$ cat src/logic/asr_pkg.sv
// constants for the two-axis status readout block
// assumes one 10 MHz system clock shared with the requesting logic
package asr_pkg;

    // ------------------------------------------------------------
    // axis selection and answer codes
    // ------------------------------------------------------------
    localparam int AXIS_COUNT = 2;
    localparam logic [7:0] AXIS_X = 8'h00;
    localparam logic [7:0] AXIS_Y = 8'h01;
    localparam logic [15:0] STAT_OK = 16'h0000;
    localparam logic [15:0] STAT_BAD_AXIS = 16'h0006;

    // ------------------------------------------------------------
    // group 1: run state
    // ------------------------------------------------------------
    localparam int G1_BUSY = 0;
    localparam int G1_ERROR = 1;
    localparam int G1_POS_DONE = 2;
    localparam int G1_AUX_ON = 3;
    localparam int G1_ORIGIN = 4;
    localparam int G1_STOP = 6;

    // ------------------------------------------------------------
    // group 2: limits, direction and speed phase
    // ------------------------------------------------------------
    localparam int G2_LIMIT_HI = 0;
    localparam int G2_LIMIT_LO = 1;
    localparam int G2_ESTOP = 2;
    localparam int G2_REVERSE = 3;
    localparam int G2_ACCEL = 4;
    localparam int G2_CONST = 5;
    localparam int G2_DECEL = 6;
    localparam int G2_DWELL = 7;

    // ------------------------------------------------------------
    // group 3: control mode, group 4: manual operation
    // ------------------------------------------------------------
    localparam int G3_POSITION = 0;
    localparam int G3_SPEED = 1;
    localparam int G3_LINEAR = 2;
    localparam int G3_CIRCULAR = 4;
    localparam int G3_HOMING = 5;
    localparam int G3_POS_SYNC = 6;
    localparam int G3_SPD_SYNC = 7;
    localparam int G4_JOG_LOW = 0;
    localparam int G4_JOG_HIGH = 1;
    localparam int G4_INCHING = 2;

    // ------------------------------------------------------------
    // group 5: main-axis source and role
    // ------------------------------------------------------------
    localparam logic [1:0] FOLLOW_NONE = 2'h0;
    localparam logic [1:0] FOLLOW_X = 2'h1;
    localparam logic [1:0] FOLLOW_Y = 2'h2;
    localparam logic [1:0] FOLLOW_ENC = 2'h3;
    localparam logic [2:0] SRC_CODE_NONE = 3'h0;
    localparam logic [2:0] SRC_CODE_X = 3'h1;
    localparam logic [2:0] SRC_CODE_Y = 3'h2;
    localparam logic [2:0] SRC_CODE_ENC = 3'h4;
    localparam int G5_SRC_LSB = 0;
    localparam int G5_ROLE = 3;

    // ------------------------------------------------------------
    // groups 6 and 7: external signals
    // ------------------------------------------------------------
    localparam int G6_LIMIT_HI = 4;
    localparam int G6_LIMIT_LO = 5;
    localparam int G6_ORIGIN = 6;
    localparam int G6_DOG = 7;
    localparam int G7_IN_POS = 4;
    localparam int G7_DEV_CLEAR = 5;

endpackage

$ cat src/logic/asr_sync.sv
// two-stage synchroniser for a vector of pin levels
// assumes each bit is an independent level from outside the clock domain
`timescale 1ns/1ps
module asr_sync #(
    parameter int WIDTH = 1
) (
    input wire logic sys_clk,
    input wire logic rst,
    input wire logic [WIDTH-1:0] pin_async,
    output logic [WIDTH-1:0] pin_sync
);
    logic [WIDTH-1:0] meta_q;
    logic [WIDTH-1:0] meta_d;
    logic [WIDTH-1:0] sync_q;
    logic [WIDTH-1:0] sync_d;

    always_comb begin
        meta_d = pin_async;
        sync_d = meta_q;
    end

    always_ff @(posedge sys_clk or posedge rst) begin
        if (rst) begin
            meta_q <= '0;
            sync_q <= '0;
        end else begin
            meta_q <= meta_d;
            sync_q <= sync_d;
        end
    end

    assign pin_sync = sync_q;
endmodule // asr_sync

$ cat src/logic/asr_readout.sv
// status readout for a two-axis pulse-train positioning module
// assumes requests and axis state come from logic on sys_clk; limit,
// origin, dog and in-position pins are asynchronous
//
// What this block does
// - info read returns error code, position, speed, step and aux code of axis.
// - axis 0 is X, 1 is Y; other values make info and state-bit reads report error 6, no data.
// - completion indication stays 1 once a request has first completed.
// - a failed read puts its error number on the status output.
// - group 1 holds busy, error, done, aux, origin, stop; bits 5,7 unused.
// - group 2 holds limits, emergency stop, direction and speed phase bits.
// - group 3 holds control mode bits; bit 3 unused.
// - group 4 holds jog low, jog high and inching; bits 3 to 7 unused.
// - group 5 encodes main source 1 X, 2 Y, 4 encoder; bit 3 role.
// - group 6 mirrors limit, origin, dog pins; group 7 in-position, clear.
// - state-bit read delivers seven 8-bit groups for the selected axis.
// - encoder read returns the current count as unsigned 32 bits.
// - reads refresh every cycle while request is high, hold once low.
`timescale 1ns/1ps
module asr_readout
    import asr_pkg::*;
#(
    parameter int AXES = AXIS_COUNT
) (
    input wire logic sys_clk,
    input wire logic rst,
    input wire logic operation_info_read,
    input wire logic state_bits_read,
    input wire logic encoder_count_read,
    input wire logic [7:0] axis_sel,
    input wire logic [AXES-1:0][15:0] axis_err_code,
    input wire logic [AXES-1:0][31:0] axis_position,
    input wire logic [AXES-1:0][31:0] axis_speed,
    input wire logic [AXES-1:0][15:0] axis_step,
    input wire logic [AXES-1:0][15:0] axis_aux_code,
    input wire logic [AXES-1:0][5:0] axis_run_flags,
    input wire logic [AXES-1:0][3:0] axis_limit_flags,
    input wire logic [AXES-1:0][3:0] axis_phase,
    input wire logic [AXES-1:0][6:0] axis_ctrl_mode,
    input wire logic [AXES-1:0][2:0] axis_manual_mode,
    input wire logic [AXES-1:0][1:0] axis_follow_src,
    input wire logic [AXES-1:0] axis_is_sub,
    input wire logic [AXES-1:0] dev_clear_out,
    input wire logic [AXES-1:0] limit_hi_pin,
    input wire logic [AXES-1:0] limit_lo_pin,
    input wire logic [AXES-1:0] origin_pin,
    input wire logic [AXES-1:0] dog_pin,
    input wire logic [AXES-1:0] in_pos_pin,
    input wire logic [31:0] enc_live_count,
    output logic info_done,
    output logic [15:0] info_stat,
    output logic [15:0] info_err_code,
    output logic signed [31:0] current_position,
    output logic [31:0] current_speed,
    output logic [15:0] info_step,
    output logic [15:0] aux_code_value,
    output logic bits_done,
    output logic [15:0] bits_stat,
    output logic [7:0] status_group_1,
    output logic [7:0] status_group_2,
    output logic [7:0] status_group_3,
    output logic [7:0] status_group_4,
    output logic [7:0] status_group_5,
    output logic [7:0] status_group_6,
    output logic [7:0] status_group_7,
    output logic enc_done,
    output logic [15:0] enc_stat,
    output logic [31:0] encoder_count
);
    // ------------------------------------------------------------
    // pin synchronisers
    // ------------------------------------------------------------
    logic [5*AXES-1:0] pins_s;
    logic [AXES-1:0] lim_hi_s;
    logic [AXES-1:0] lim_lo_s;
    logic [AXES-1:0] origin_s;
    logic [AXES-1:0] dog_s;
    logic [AXES-1:0] in_pos_s;

    asr_sync #(.WIDTH(5*AXES)) u_pin_sync (
        .sys_clk(sys_clk),
        .rst(rst),
        .pin_async({in_pos_pin, dog_pin, origin_pin, limit_lo_pin, limit_hi_pin}),
        .pin_sync(pins_s)
    );
    assign {in_pos_s, dog_s, origin_s, lim_lo_s, lim_hi_s} = pins_s;

    // ------------------------------------------------------------
    // axis selection
    // ------------------------------------------------------------
    logic axis_ok;
    logic sel;
    logic [7:0] g1;
    logic [7:0] g2;
    logic [7:0] g3;
    logic [7:0] g4;
    logic [7:0] g5;
    logic [7:0] g6;
    logic [7:0] g7;
    logic [2:0] src_code;

    assign axis_ok = (axis_sel == AXIS_X) || (axis_sel == AXIS_Y);
    assign sel = axis_sel[0];

    // ------------------------------------------------------------
    // status group assembly; unlisted bits stay zero
    // ------------------------------------------------------------
    always_comb begin
        g1 = 8'h00;
        g2 = 8'h00;
        g3 = 8'h00;
        g4 = 8'h00;
        g5 = 8'h00;
        g6 = 8'h00;
        g7 = 8'h00;
        g1[G1_BUSY] = axis_run_flags[sel][0];
        g1[G1_ERROR] = axis_run_flags[sel][1];
        g1[G1_POS_DONE] = axis_run_flags[sel][2];
        g1[G1_AUX_ON] = axis_run_flags[sel][3];
        g1[G1_ORIGIN] = axis_run_flags[sel][4];
        g1[G1_STOP] = axis_run_flags[sel][5];
        g2[G2_LIMIT_HI] = axis_limit_flags[sel][0];
        g2[G2_LIMIT_LO] = axis_limit_flags[sel][1];
        g2[G2_ESTOP] = axis_limit_flags[sel][2];
        g2[G2_REVERSE] = axis_limit_flags[sel][3];
        g2[G2_ACCEL] = axis_phase[sel][0];
        g2[G2_CONST] = axis_phase[sel][1];
        g2[G2_DECEL] = axis_phase[sel][2];
        g2[G2_DWELL] = axis_phase[sel][3];
        g3[G3_POSITION] = axis_ctrl_mode[sel][0];
        g3[G3_SPEED] = axis_ctrl_mode[sel][1];
        g3[G3_LINEAR] = axis_ctrl_mode[sel][2];
        g3[G3_CIRCULAR] = axis_ctrl_mode[sel][3];
        g3[G3_HOMING] = axis_ctrl_mode[sel][4];
        g3[G3_POS_SYNC] = axis_ctrl_mode[sel][5];
        g3[G3_SPD_SYNC] = axis_ctrl_mode[sel][6];
        g4[G4_JOG_LOW] = axis_manual_mode[sel][0];
        g4[G4_JOG_HIGH] = axis_manual_mode[sel][1];
        g4[G4_INCHING] = axis_manual_mode[sel][2];
        case (axis_follow_src[sel])
            FOLLOW_X: src_code = SRC_CODE_X;
            FOLLOW_Y: src_code = SRC_CODE_Y;
            FOLLOW_ENC: src_code = SRC_CODE_ENC;
            default: src_code = SRC_CODE_NONE;
        endcase
        g5[G5_SRC_LSB +: 3] = src_code;
        g5[G5_ROLE] = axis_is_sub[sel];
        g6[G6_LIMIT_HI] = lim_hi_s[sel];
        g6[G6_LIMIT_LO] = lim_lo_s[sel];
        g6[G6_ORIGIN] = origin_s[sel];
        g6[G6_DOG] = dog_s[sel];
        g7[G7_IN_POS] = in_pos_s[sel];
        g7[G7_DEV_CLEAR] = dev_clear_out[sel];
    end

    // ------------------------------------------------------------
    // answer registers
    // ------------------------------------------------------------
    logic info_done_q, info_done_d, bits_done_q, bits_done_d, enc_done_q, enc_done_d;
    logic [15:0] info_stat_q, info_stat_d, bits_stat_q, bits_stat_d, enc_stat_q, enc_stat_d;
    logic [15:0] err_q, err_d, step_q, step_d, aux_q, aux_d;
    logic [31:0] pos_q, pos_d, spd_q, spd_d, enc_q, enc_d;
    logic [6:0][7:0] grp_q;
    logic [6:0][7:0] grp_d;

    always_comb begin
        info_done_d = info_done_q;
        info_stat_d = info_stat_q;
        err_d = err_q;
        pos_d = pos_q;
        spd_d = spd_q;
        step_d = step_q;
        aux_d = aux_q;
        bits_done_d = bits_done_q;
        bits_stat_d = bits_stat_q;
        grp_d = grp_q;
        enc_done_d = enc_done_q;
        enc_stat_d = enc_stat_q;
        enc_d = enc_q;
        if (operation_info_read) begin
            info_done_d = 1'b1;
            if (axis_ok) begin
                info_stat_d = STAT_OK;
                err_d = axis_err_code[sel];
                pos_d = axis_position[sel];
                spd_d = axis_speed[sel];
                step_d = axis_step[sel];
                aux_d = axis_aux_code[sel];
            end else begin
                info_stat_d = STAT_BAD_AXIS;
            end
        end
        if (state_bits_read) begin
            bits_done_d = 1'b1;
            if (axis_ok) begin
                bits_stat_d = STAT_OK;
                grp_d = {g7, g6, g5, g4, g3, g2, g1};
            end else begin
                bits_stat_d = STAT_BAD_AXIS;
            end
        end
        if (encoder_count_read) begin
            enc_done_d = 1'b1;
            enc_stat_d = STAT_OK;
            enc_d = enc_live_count;
        end
    end

    always_ff @(posedge sys_clk or posedge rst) begin
        if (rst) begin
            info_done_q <= 1'b0;
            info_stat_q <= STAT_OK;
            err_q <= 16'h0000;
            pos_q <= 32'h0000_0000;
            spd_q <= 32'h0000_0000;
            step_q <= 16'h0000;
            aux_q <= 16'h0000;
            bits_done_q <= 1'b0;
            bits_stat_q <= STAT_OK;
            grp_q <= '0;
            enc_done_q <= 1'b0;
            enc_stat_q <= STAT_OK;
            enc_q <= 32'h0000_0000;
        end else begin
            info_done_q <= info_done_d;
            info_stat_q <= info_stat_d;
            err_q <= err_d;
            pos_q <= pos_d;
            spd_q <= spd_d;
            step_q <= step_d;
            aux_q <= aux_d;
            bits_done_q <= bits_done_d;
            bits_stat_q <= bits_stat_d;
            grp_q <= grp_d;
            enc_done_q <= enc_done_d;
            enc_stat_q <= enc_stat_d;
            enc_q <= enc_d;
        end
    end

    assign info_done = info_done_q;
    assign info_stat = info_stat_q;
    assign info_err_code = err_q;
    assign current_position = pos_q;
    assign current_speed = spd_q;
    assign info_step = step_q;
    assign aux_code_value = aux_q;
    assign bits_done = bits_done_q;
    assign bits_stat = bits_stat_q;
    assign {status_group_7, status_group_6, status_group_5, status_group_4,
            status_group_3, status_group_2, status_group_1} = grp_q;
    assign enc_done = enc_done_q;
    assign enc_stat = enc_stat_q;
    assign encoder_count = enc_q;
endmodule // asr_readout

$ cat config.mk
export PLATFORM = sky130hd
export DESIGN_NAME = asr_readout
export DESIGN_NICKNAME = d
export VERILOG_FILES = /design/src/logic/asr_pkg.sv /design/src/logic/asr_sync.sv /design/src/logic/asr_readout.sv
export SDC_FILE = /design/constraint.sdc
export NUM_CORES = 1
export LEC_CHECK = 0
export ABC_AREA = 1
export BUFFER_PORTS_ARGS = -buffer_cell sky130_fd_sc_hd__buf_2
export CAP_MARGIN = 15
export CORE_AREA = 5 5 225 227
export CTS_BUF_LIST = sky130_fd_sc_hd__clkbuf_8 sky130_fd_sc_hd__clkbuf_16
export CTS_CLUSTER_DIAMETER = 150
export CTS_CLUSTER_SIZE = 12
export DETAILED_ROUTE_END_ITERATION = 8
export DIE_AREA = 0 0 230 232
export PLACE_DENSITY_LB_ADDON = 0.2
export SYNTH_ARGS = -nofsm -noshare
export SYNTH_HDL_FRONTEND = slang
export SYNTH_SLANG_ARGS = --single-unit
export TNS_END_PERCENT = 10
$ cat constraint.sdc
create_clock -name sys_clk -period 7.8 [get_ports sys_clk]
set_input_delay 1.56 -clock sys_clk [delete_from_list [all_inputs] [get_ports sys_clk]]
set_output_delay 1.56 -clock sys_clk [all_outputs]
set_load 0.1 [all_outputs]
# Word-level counts from Yosys, hierarchy flattened
# Cells that the tools add are included.
# word_totals
mem_bits_rw,0
mem_bits_ro,0
out_inout_bits,251
input_bits,335
reg_bits,233
n_memories,0
word_cells,67
latchBits,0
# op_classes
addsub,0
n_reduce_logical,4
n_eq_ne,4
mul,0
mux,38
magnitude_cmp,1
n_div,0
bitwise,0
shift,0
# op_table
cell,n
$mux W32,4
$mux W16,6
$mux W4,4
$mux W1,14
$mux W7,2
$mux W6,2
$mux W3,3
$pmux W3 S3,1
$eq A8 B1 Y1 const B,1
$logic_not A8 Y1,1
$eq A2 B2 Y1 const B,2
$mux W2,2
$reduce_and A2 Y1,2
$eq A2 B1 Y1 const B,1
$lt A1 B2 Y1 const B,1
$logic_or A1 B1 Y1,1

# Longest topological paths before layout
# Gate-level depths: netlist of run 1.
# depth
ltp_word,4
mapped_depth,8
depth_no_buf,6

# Modules after synthesis
# A second synthesis of run 1 with hierarchy kept.
# unflattened
hier_cells,1361
area_unflattened_um2,10012.1
# by_module_without_submodules
module,cells_each,seq_area_each_um2,area_per_inst_um2,n_inst
asr_readout,1340,4579.4,9507.9,1
asr_sync,21,500.5,504.2,1

# Least setup slack after synthesis of run 1
# No wires, ideal clock.
# synth_timing
path_type,reg2out
from,reg bits_stat[1] (netlist name)
to,out bits_stat[2]
path_stages_with_launch,2
slack_ps,4900
path_buffers,1
arrival_ps,1340
t_required_ps,6240
path_cell_list,dfrtp_1 buf_4
# synth_lines
item,line,rtl
to (decl),asr_readout.sv:58,"output logic [15:0] bits_stat,"

# Worst setup path after layout of run 1
# layout_timing
from,in axis_sel[0]
to,reg grp_q (netlist bit status_group_2[0])
# layout_between
elab_chain_cells,3
elab_cells_between_ends,6
cone_classes,eq/ne (1); mux (2); reduce/logical (3)
# layout_lines
item,line,rtl
from (decl),asr_readout.sv:30,"input wire logic [7:0] axis_sel,"
$eq A8 B1 Y1 / $logic_not A8 Y1 (equally long branches),asr_readout.sv:102,assign axis_ok = (axis_sel == AXIS_X) || (axis_sel == AXIS_Y);
$logic_or A1 B1 Y1,asr_readout.sv:102,
$reduce_and A2 Y1 (no line),-,
to (signal assigned),asr_readout.sv:234,grp_q <= grp_d;
to (decl),asr_readout.sv:163,logic [6:0][7:0] grp_q;
# Parallel ways exist; a longest one is shown, timed or not. The select of a mux whose other input is x is not followed.
# A chain may end at the register's enable or synchronous reset.

==> results.toml, run 1 <==
[worst_setup_path]
r2r.worst_path.cells = 2
cp.required_ps = 8250
worst_r2r_startpoint = "info_step[15]"
rr_endpoint = "info_step[15]"
path_class = "input pin to flop"
worst-endpoint-arrival_ps = 3720
crit_path_end_kind = "flop"
timing.critical_path.fanout_max = 81
cp-start-kind = "input pin"
reg2reg_setup_slack_ps = 6950

[run]
drv.max_cap_violation_count = 0

[drt]
vias = 9883
detail_route.iter0.violations = 494
routed_wire_length_per_instance_um = 15.7
routed_wl_um = 38300
detail_route.first_pass.iterations = 5
route.detailed.drc = 0
route.antenna.remaining_nets = 0
drt-vias-per-instance = 4.04

[global_route]
top_usage_layer = "met2"
grt_first_pass_wirelength_um = 58000
first_global_vias = 10300
grt-ovfl-total = 0
antenna_found_initial = 4
grtUsageMet1_pct = 16.5
gr-usage-all-layers_pct = 13.5
gr-usage-met2_pct = 23.7
grtUsageMet3_pct = 2.98
pin_count_of_the_biggest_net_entering_global_routing = 116

[pwr]
ir_worst_vdd_mv = 0.129
clockPowerShare_pct = 28.0
pwr-share-seq_pct = 37.6
fraction_of_power_consumed_by_combinational_cells_pct = 34.4
netSwitchingPower_uw = 1350
proportion_of_total_power_due_to_net_switching_pct = 43.2
p_int_uw = 1770
totalPowerFinal_uw = 3120
power_density_nw_per_um2 = 234
power.leakage_uw = 0.00831

[floorplanning]
ios = 586
chipWidth_um = 230
rows = 81
die_footprint_um2 = 53400
dieHeight_um = 232
starting_density_of_the_core_pct = 20.6
core-area_um2 = 48400

[min_path]
hold_start = "u_pin_sync.meta_q[0]"
worstHoldEndpoint = "u_pin_sync.pin_sync[0]"
hold_class = "flop to flop"
hold_path_depth = 0

[cts]
post_cts_buffers = 0
tritoncts = "built"
htree_num_levels = 1
clk_root_buffer_cell = "sky130_fd_sc_hd__clkbuf_16"
clk_latency_worst_skew_pair_ps = 510
clk_pin_slew_worst_paths_ps = 60
clk_path_buf_depth = 3
cts.sink_count = 203
cts_buffers = 20
hold_fix_buffer_count_after_cts = 0
number_of_gates_resized_after_cts = 0

[sta]
fmax_ghz = 0.306
post-route-period-util_pct = 42.0
max_slew_margin_pct = 32.6
final-hold-violation-count = 0
final-max-slew-violation-count = 0
final.min_clock_period_ps = 3270
final.setup_skew_ps = 3.14
worstMarginPinSlew_ps = 1010
timing.setup.tns_ps = 0
finalSetupViolations = 0
grt_setup_unrepaired = "false"

[status]
status = "completed"

[finish]
postLayoutCoreUtil_pct = 27.5
share_of_cells_above_drive_strength_1_pct = 30.7
nNetsFinal = 2158
area.growth.synth_to_final_pct = 33.5

[synthesis]
ys_ff_latch = 203
synth_cells = 1360
synthesis_warnings = 0
synth-seq-area-share_pct = 50.8
synth_cell_type_count = 13
mappedNetlistArea_um2 = 10000
synth_area_per_cell_um2 = 7.35

[place]
half_perimeter_wire_length_after_detailed_placement_um = 28400
port_buffers = 519
routabilityCongestion = 0.802
## cells by family (layout without fill, tap and decap cells)
group,count (synthesis),count (layout),synth area share [%]
AOI/OAI and AO/OA,2,2,0.100
buffers and inverters,163,561,9.85
DFF,203,203,50.8
other,1,70,0.0375
and+or+nand+nor,991,991,39.2
## critical path, cell delays in order
cell	delay, ps
sky130_fd_sc_hd__buf_4	220
sky130_fd_sc_hd__inv_4	550
sky130_fd_sc_hd__buf_4	710
sky130_fd_sc_hd__nand2_1	210
sky130_fd_sc_hd__nand2_1	120
sky130_fd_sc_hd__nand3_1	80
sky130_fd_sc_hd__nand2_1	100
## per-layer routing
layer / share of wire (%) / vias to the layer above
met5: 0 / -
met4: 3.2 / 0
met3: 6.2 / 47
met2: 50 / 336
met1: 41 / 4548
li1: - / 4952
## how the worst max path moves through the flow
stage | from | depth (start not counted) | slack, ps | endpoint
3_3_place_gp | axis_sel[3] | 8 | 3960 | status_group_1[6]
3_5_place_dp | axis_sel[0] | 7 | 3990 | status_group_2[0]
6_report | axis_sel[0] | 7 | 4530 | status_group_2[0]
2_1_floorplan | rst | 1 | 700 | aux_code_value[0]
5_1_grt | axis_sel[0] | 7 | 4320 | status_group_2[0]
4_1_cts | axis_sel[0] | 7 | 4550 | current_position[9]
## stage by stage
stage	instances	hold WS (ps)	cell area (µm²)	worst slack (ps)
after floorplan	1425	331	10200	701
after global placement	2422	332	12800	3960
final	2449	344	13300	4530
after detailed placement	2423	336	12800	3990
after CTS	2445	349	13300	4550
after global routing	2449	356	13300	4320
## power groups by stage
stage / logic [µW] / registers (µW) / clock network, µW
global route: 1130 / 1180 / 957
floorplan: 327 / 1720 / 0
CTS: 1090 / 1170 / 932
finish: 1070 / 1170 / 873
global placement: 1080 / 1190 / 0
detailed placement: 1080 / 1190 / 0
## synth_stat cells
master / n / area share (%)
sky130_fd_sc_hd__a21oi_1: 2 / 0.10
sky130_fd_sc_hd__buf_1: 4 / 0.15
sky130_fd_sc_hd__buf_2: 40 / 2.0
sky130_fd_sc_hd__buf_4: 86 / 6.5
sky130_fd_sc_hd__clkbuf_1: 25 / 0.94
sky130_fd_sc_hd__conb_1: 1 / 0.038
sky130_fd_sc_hd__dfrtp_1: 203 / 51
sky130_fd_sc_hd__inv_1: 8 / 0.30
sky130_fd_sc_hd__nand2_1: 833 / 31
sky130_fd_sc_hd__nand3_1: 146 / 7.3
sky130_fd_sc_hd__nor2_1: 8 / 0.30
sky130_fd_sc_hd__nor2_4: 1 / 0.11
sky130_fd_sc_hd__or2_2: 3 / 0.19
## placed cells by master, fill, tap and decap left out
cell type / count
sky130_fd_sc_hd__diode_2: 4
sky130_fd_sc_hd__nand2_1: 832
sky130_fd_sc_hd__nor2_1: 8
sky130_fd_sc_hd__nor2_4: 1
sky130_fd_sc_hd__inv_4: 1
sky130_fd_sc_hd__a21oi_1: 2
sky130_fd_sc_hd__inv_8: 1
sky130_fd_sc_hd__or2_2: 3
sky130_fd_sc_hd__buf_4: 12
sky130_fd_sc_hd__buf_12: 1
sky130_fd_sc_hd__conb_1: 66
sky130_fd_sc_hd__nand3_1: 146
sky130_fd_sc_hd__buf_16: 1
sky130_fd_sc_hd__inv_1: 7
sky130_fd_sc_hd__clkbuf_16: 21
sky130_fd_sc_hd__buf_2: 517
sky130_fd_sc_hd__dfrtp_1: 203
sky130_fd_sc_hd__nand2_4: 1
## registers in the layout, summed over array words and instances (netlist names)
name,cells
current_position,32
current_speed,32
encoder_count,32
aux_code_value,16
info_err_code,16
info_step,16
u_pin_sync.meta_q,10
u_pin_sync.pin_sync,10
status_group_2,8
status_group_3,7
status_group_1,6
status_group_5,4
status_group_6,4
status_group_4,3
status_group_7,2
bits_done,1
bits_stat,1
enc_done,1
info_done,1
info_stat,1
## area by class of cell
| type | count | area, µm² |
|---|---|---|
| fillers | 5481 | 35100 |
| flip-flops and latches | 203 | 5080 |
| multi-input cells | 1059 | 4180 |
| repair buffers | 531 | 2730 |
| well taps | 622 | 778 |
| clock buffers | 21 | 526 |
| inverters | 8 | 40.0 |
| diodes | 4 | 10.0 |
| clock inverters | 1 | 3.75 |
(Power assumes the default switching activity.)
==> run 2, diff against run 1 <==
==> constraint.sdc (replaced) <==
create_clock -name sys_clk -period 3.32 [get_ports sys_clk]
set_input_delay 0.664 -clock sys_clk [delete_from_list [all_inputs] [get_ports sys_clk]]
set_output_delay 0.664 -clock sys_clk [all_outputs]
set_load 0.1 [all_outputs]
==> run 2 against run 1 <==
Final cell count grew 0.24%; combinational power rose by 140%; sequential power grew 140%; clock power rose by 140%; non-clock buffer count up 9; global-route usage down 0.15 points; sequential share of layout area shrank 0.24 points; register-to-register slack worse by 4400 ps; worst hold slack got worse by 96 ps; total power rose by 140%; critical path type is now flop to output pin; largest cell class unchanged; largest power group unchanged.
==> results.toml, run 2 (same netlist as run 1, synthesis figures left out) <==
[status]
status = "completed"

[place]
port_buffers = 519
half_perimeter_wire_length_after_detailed_placement_um = 28800
place_worst_setup_slack_ps = 1000
routabilityCongestion = 0.818

[cts]
clk_latency_worst_skew_pair_ps = 510
htree_num_levels = 1
cts.sink_count = 203
cts_buffers = 20
clk_path_buf_depth = 3
clk_pin_slew_worst_paths_ps = 60
hold_fix_buffer_count_after_cts = 0
post_cts_buffers = 0
number_of_gates_resized_after_cts = 0
clk_root_buffer_cell = "sky130_fd_sc_hd__clkbuf_16"
tritoncts = "built"

[finish]
nNetsFinal = 2167
area.growth.synth_to_final_pct = 34.4
most_common_library_cell_in_the_layout_ignoring_fill_and_taps = "sky130_fd_sc_hd__nand2_1"
layout.cells.most_common_list = "sky130_fd_sc_hd__nand2_1 (832), sky130_fd_sc_hd__buf_2 (517), sky130_fd_sc_hd__dfrtp_1 (203), sky130_fd_sc_hd__nand3_1 (146), sky130_fd_sc_hd__conb_1 (66)"
share_of_cells_above_drive_strength_1_pct = 31.0

[sta]
max_slew_margin_pct = 29.8
final-hold-violation-count = 0
finalSetupViolations = 0
timing.setup.tns_ps = 0
worstMarginPinSlew_ps = 1050
grt_setup_unrepaired = "false"
fmax_ghz = 0.491
final.min_clock_period_ps = 2040
post-route-period-util_pct = 61.3
final-max-slew-violation-count = 0
layout_setup_ws_ps = 1280
final.setup_skew_ps = 6.64

[floorplanning]
die_footprint_um2 = 53400
rows = 81
dieHeight_um = 232
core-area_um2 = 48400
chipWidth_um = 230
ios = 586
starting_density_of_the_core_pct = 20.6

[run]
drv.max_cap_violation_count = 0

[worst_setup_path]
critical_path_buf_inv_count = 1
reg2reg_setup_slack_ps = 2570
cp-start-kind = "flop"
critPathMaxStageDelay_ps = 450
path_cells = "buf_2"
cp.required_ps = 2660
crit_path_top_delay_cell = "sky130_fd_sc_hd__buf_2"
path_class = "flop to output pin"
timing.critical_path.max_delay_family = "buffers and inverters"
worst-endpoint-arrival_ps = 1370
crit_path_end_kind = "output pin"
timing.critical_path.fanout_max = 3

[pwr]
power.leakage_uw = 0.00836
totalPowerFinal_uw = 7360
ir_worst_vdd_mv = 0.262
power_density_nw_per_um2 = 548

[global_route]
grt_first_pass_wirelength_um = 57400
gr-usage-all-layers_pct = 13.4
first_global_vias = 10100
grt-ovfl-total = 0
pin_count_of_the_biggest_net_entering_global_routing = 90
antenna_found_initial = 1

[drt]
drt-vias-per-instance = 4.05
vias = 9935
detail_route.first_pass.iterations = 4
route.detailed.drc = 0
routed_wl_um = 38200
detail_route.iter0.violations = 630
routed_wire_length_per_instance_um = 15.6
route.antenna.remaining_nets = 0

[min_path]
hold_class = "input pin to flop"
[run 2: worst paths after layout]
check | cells past startpoint | start | endpoint
min | 1 | limit_lo_pin[0] | u_pin_sync.meta_q[2]
max in group asynchronous | 3 | rst | encoder_count[28]
max | 1 | info_stat[1] | info_stat[1]
min reg2reg | 0 | u_pin_sync.meta_q[9] | u_pin_sync.pin_sync[9]
max reg2reg | 4 | u_pin_sync.pin_sync[7] | status_group_6[7]
min in group asynchronous | 2 | rst | status_group_3[0]
[run 2: cell type report]
class / instances / area, µm²
Clock inverter: 1 / 3.75
Fill cell: 5429 / 35000
Timing Repair Buffer: 540 / 2820
Clock buffer: 21 / 526
Antenna cell: 1 / 2.50
Sequential cell: 203 / 5080
Tap cell: 622 / 778
Inverter: 8 / 36.3
Multi-Input combinational cell: 1059 / 4180
[run 2: report_power, final]
group          internal [µW]  total [µW]  switching, µW  leakage, µW
Sequential              2660        2750           91.8      0.00266
Combinational            403        2540           2130      0.00544
Clock                   1110        2070            963     0.000264
[run 2: routing by layer]
layer,share of wire (%),track usage (%)
met4,2.6,3.44
met5,0,0
met2,50,23.8
met1,42,16.7
met3,5.5,2.49
[run 2: per-stage QoR]
stage                     hold WS [ps]  utilization (%)  std cells  cell area (µm²)
after floorplan                    331                -       1425            10200
after global placement             332             26.6       2432            12900
after detailed placement           335             26.6       2432            12900
after CTS                          213             27.7       2454            13400
after global routing               227             27.7       2455            13400
final                              248             27.7       2455            13400
==> run 3, diff against run 2 <==
==> constraint.sdc (replaced) <==
create_clock -name sys_clk -period 1.9 [get_ports sys_clk]
set_input_delay 0.38 -clock sys_clk [delete_from_list [all_inputs] [get_ports sys_clk]]
set_output_delay 0.38 -clock sys_clk [all_outputs]
set_load 0.1 [all_outputs]
==> run 3 against run 2 <==
Clock power rose by 72%; count of clock-buffer cells in the layout did not move; utilization rose by 0.71 points; final cell count rose by 1.1%; register-to-register slack got worse by 1400 ps; worst hold slack got worse by 170 ps; non-clock buffer count rose by 29; total power rose by 75%; setup slack got worse by 1100 ps.
==> results.toml, run 3 (same netlist as run 1, synthesis figures left out) <==
[floorplanning]
chipWidth_um = 230
die_footprint_um2 = 53400
core-area_um2 = 48400
dieHeight_um = 232
ios = 586
starting_density_of_the_core_pct = 20.6
rows = 81

[cts]
tritoncts = "built"
clk_latency_worst_skew_pair_ps = 500
post_cts_buffers = 0
clk_root_buffer_cell = "sky130_fd_sc_hd__clkbuf_16"
htree_num_levels = 1
hold_fix_buffer_count_after_cts = 11
clk_path_buf_depth = 3
cts.sink_count = 203
clk_pin_slew_worst_paths_ps = 60
cts_buffers = 20
number_of_gates_resized_after_cts = 0

[place]
routabilityCongestion = 0.832
port_buffers = 519
half_perimeter_wire_length_after_detailed_placement_um = 29800

[worst_setup_path]
timing.critical_path.max_delay_family = "buffers and inverters"
cp-startpoint = "bits_stat[1]"
r2r.worst_path.cells = 1
critical_path_cell_count = 1
path_cells = "buf_2"
endpoint = "bits_stat[1]"
path_class = "flop to output pin"
crit_path_top_delay_cell = "sky130_fd_sc_hd__buf_2"
critical_path_buf_inv_count = 1
worst-endpoint-arrival_ps = 1330
worst_r2r_startpoint = "enc_done"
reg2reg_setup_slack_ps = 1130
cp.required_ps = 1520
crit_path_end_kind = "output pin"
critPathMaxStageDelay_ps = 450
rr_endpoint = "enc_done"
cp-start-kind = "flop"
timing.critical_path.fanout_max = 3

[sta]
fmax_ghz = 0.584
final-max-slew-violation-count = 0
timing.setup.tns_ps = 0
worst_slack_on_hold_paths_ps = 80.9
final.setup_skew_ps = 7.21
finalSetupViolations = 0
max_slew_margin_pct = 64.2
grt_setup_unrepaired = "false"
post-route-period-util_pct = 90.1
final.min_clock_period_ps = 1710
final-hold-violation-count = 0
worstMarginPinSlew_ps = 541

[drt]
detail_route.first_pass.iterations = 4
routed_wire_length_per_instance_um = 15.5
routed_wl_um = 38400
detail_route.iter0.violations = 441
route.antenna.remaining_nets = 0
vias = 10100
route.detailed.drc = 0
drt-vias-per-instance = 4.05

[min_path]
hold_class = "input pin to flop"

[finish]
nNetsFinal = 2196
diodes = 0
layout.cells.most_common_list = "sky130_fd_sc_hd__nand2_1 (832), sky130_fd_sc_hd__buf_2 (517), sky130_fd_sc_hd__dfrtp_1 (203), sky130_fd_sc_hd__nand3_1 (146), sky130_fd_sc_hd__conb_1 (66)"
share_of_cells_above_drive_strength_1_pct = 31.5
most_common_library_cell_in_the_layout_ignoring_fill_and_taps = "sky130_fd_sc_hd__nand2_1"
area.growth.synth_to_final_pct = 37.8
final.fill_count = 5395

[pwr]
totalPowerFinal_uw = 12900
power.leakage_uw = 0.00853
ir_worst_vdd_mv = 0.502
power_density_nw_per_um2 = 935

[global_route]
pin_count_of_the_biggest_net_entering_global_routing = 91
grt_first_pass_wirelength_um = 58000
first_global_vias = 10300
antenna_found_initial = 0
gr-usage-all-layers_pct = 13.5
grt-ovfl-total = 0

[status]
status = "completed"

[run]
drv.max_cap_violation_count = 0
==> run 3: changes by cell type in the layout (fill, tap and decap cells not counted), sizes merged <==
| cell | previous run | this run |
|---|---|---|
| diode | 1 | 0 |
| dlygate4sd3 | 0 | 11 |
| buf | 540 | 558 |
==> run 3: cell type report <==
class                      instances  area (µm²)  share of cell area (%)
clock inverter                     1        3.75                  0.0273
multi-input combinational       1059        4180                    30.4
sequential                       203        5080                    36.9
inverter                           8        36.3                   0.263
tap                              622         778                    5.65
clock buffer                      21         526                    3.82
timing repair buffer             569        3170                    23.0
==> run 3: routing by layer <==
layer,GRT usage [%],routed length (µm)
met1,17.1,16300
met5,0,0
met4,4.09,1050
met3,2.09,2010
met2,23.7,19000
==> run 3: worst min-delay path by stage <==
stage / startpoint / endpoint / slack, ps / depth (start not counted)
2_1_floorplan: u_pin_sync.meta_q[0] / u_pin_sync.pin_sync[0] / 330 / 0
3_3_place_gp: u_pin_sync.meta_q[5] / u_pin_sync.pin_sync[5] / 330 / 0
3_5_place_dp: u_pin_sync.meta_q[8] / u_pin_sync.pin_sync[8] / 340 / 0
4_1_cts: enc_live_count[31] / encoder_count[31] / 50 / 3
5_1_grt: enc_live_count[29] / encoder_count[29] / 70 / 3
6_report: enc_live_count[31] / encoder_count[31] / 80 / 3
==> run 3: power by group <==
part	internal, µW	switching [µW]	leakage (µW)
registers	4640	164	0.00266
logic	751	3750	0.00560
clock network	1940	1630	0.000264
==> run 3: through the flow <==
stage          util, %  setup slack (ps)  instance area (µm²)  cells
2_1_floorplan        -             -1110                10200   1425
3_3_place_gp      27.1               226                13100   2450
3_5_place_dp      27.1               173                13100   2450
4_1_cts           28.4               140                13800   2483
5_1_grt           28.4               127                13800   2483
6_report          28.4               188                13800   2483
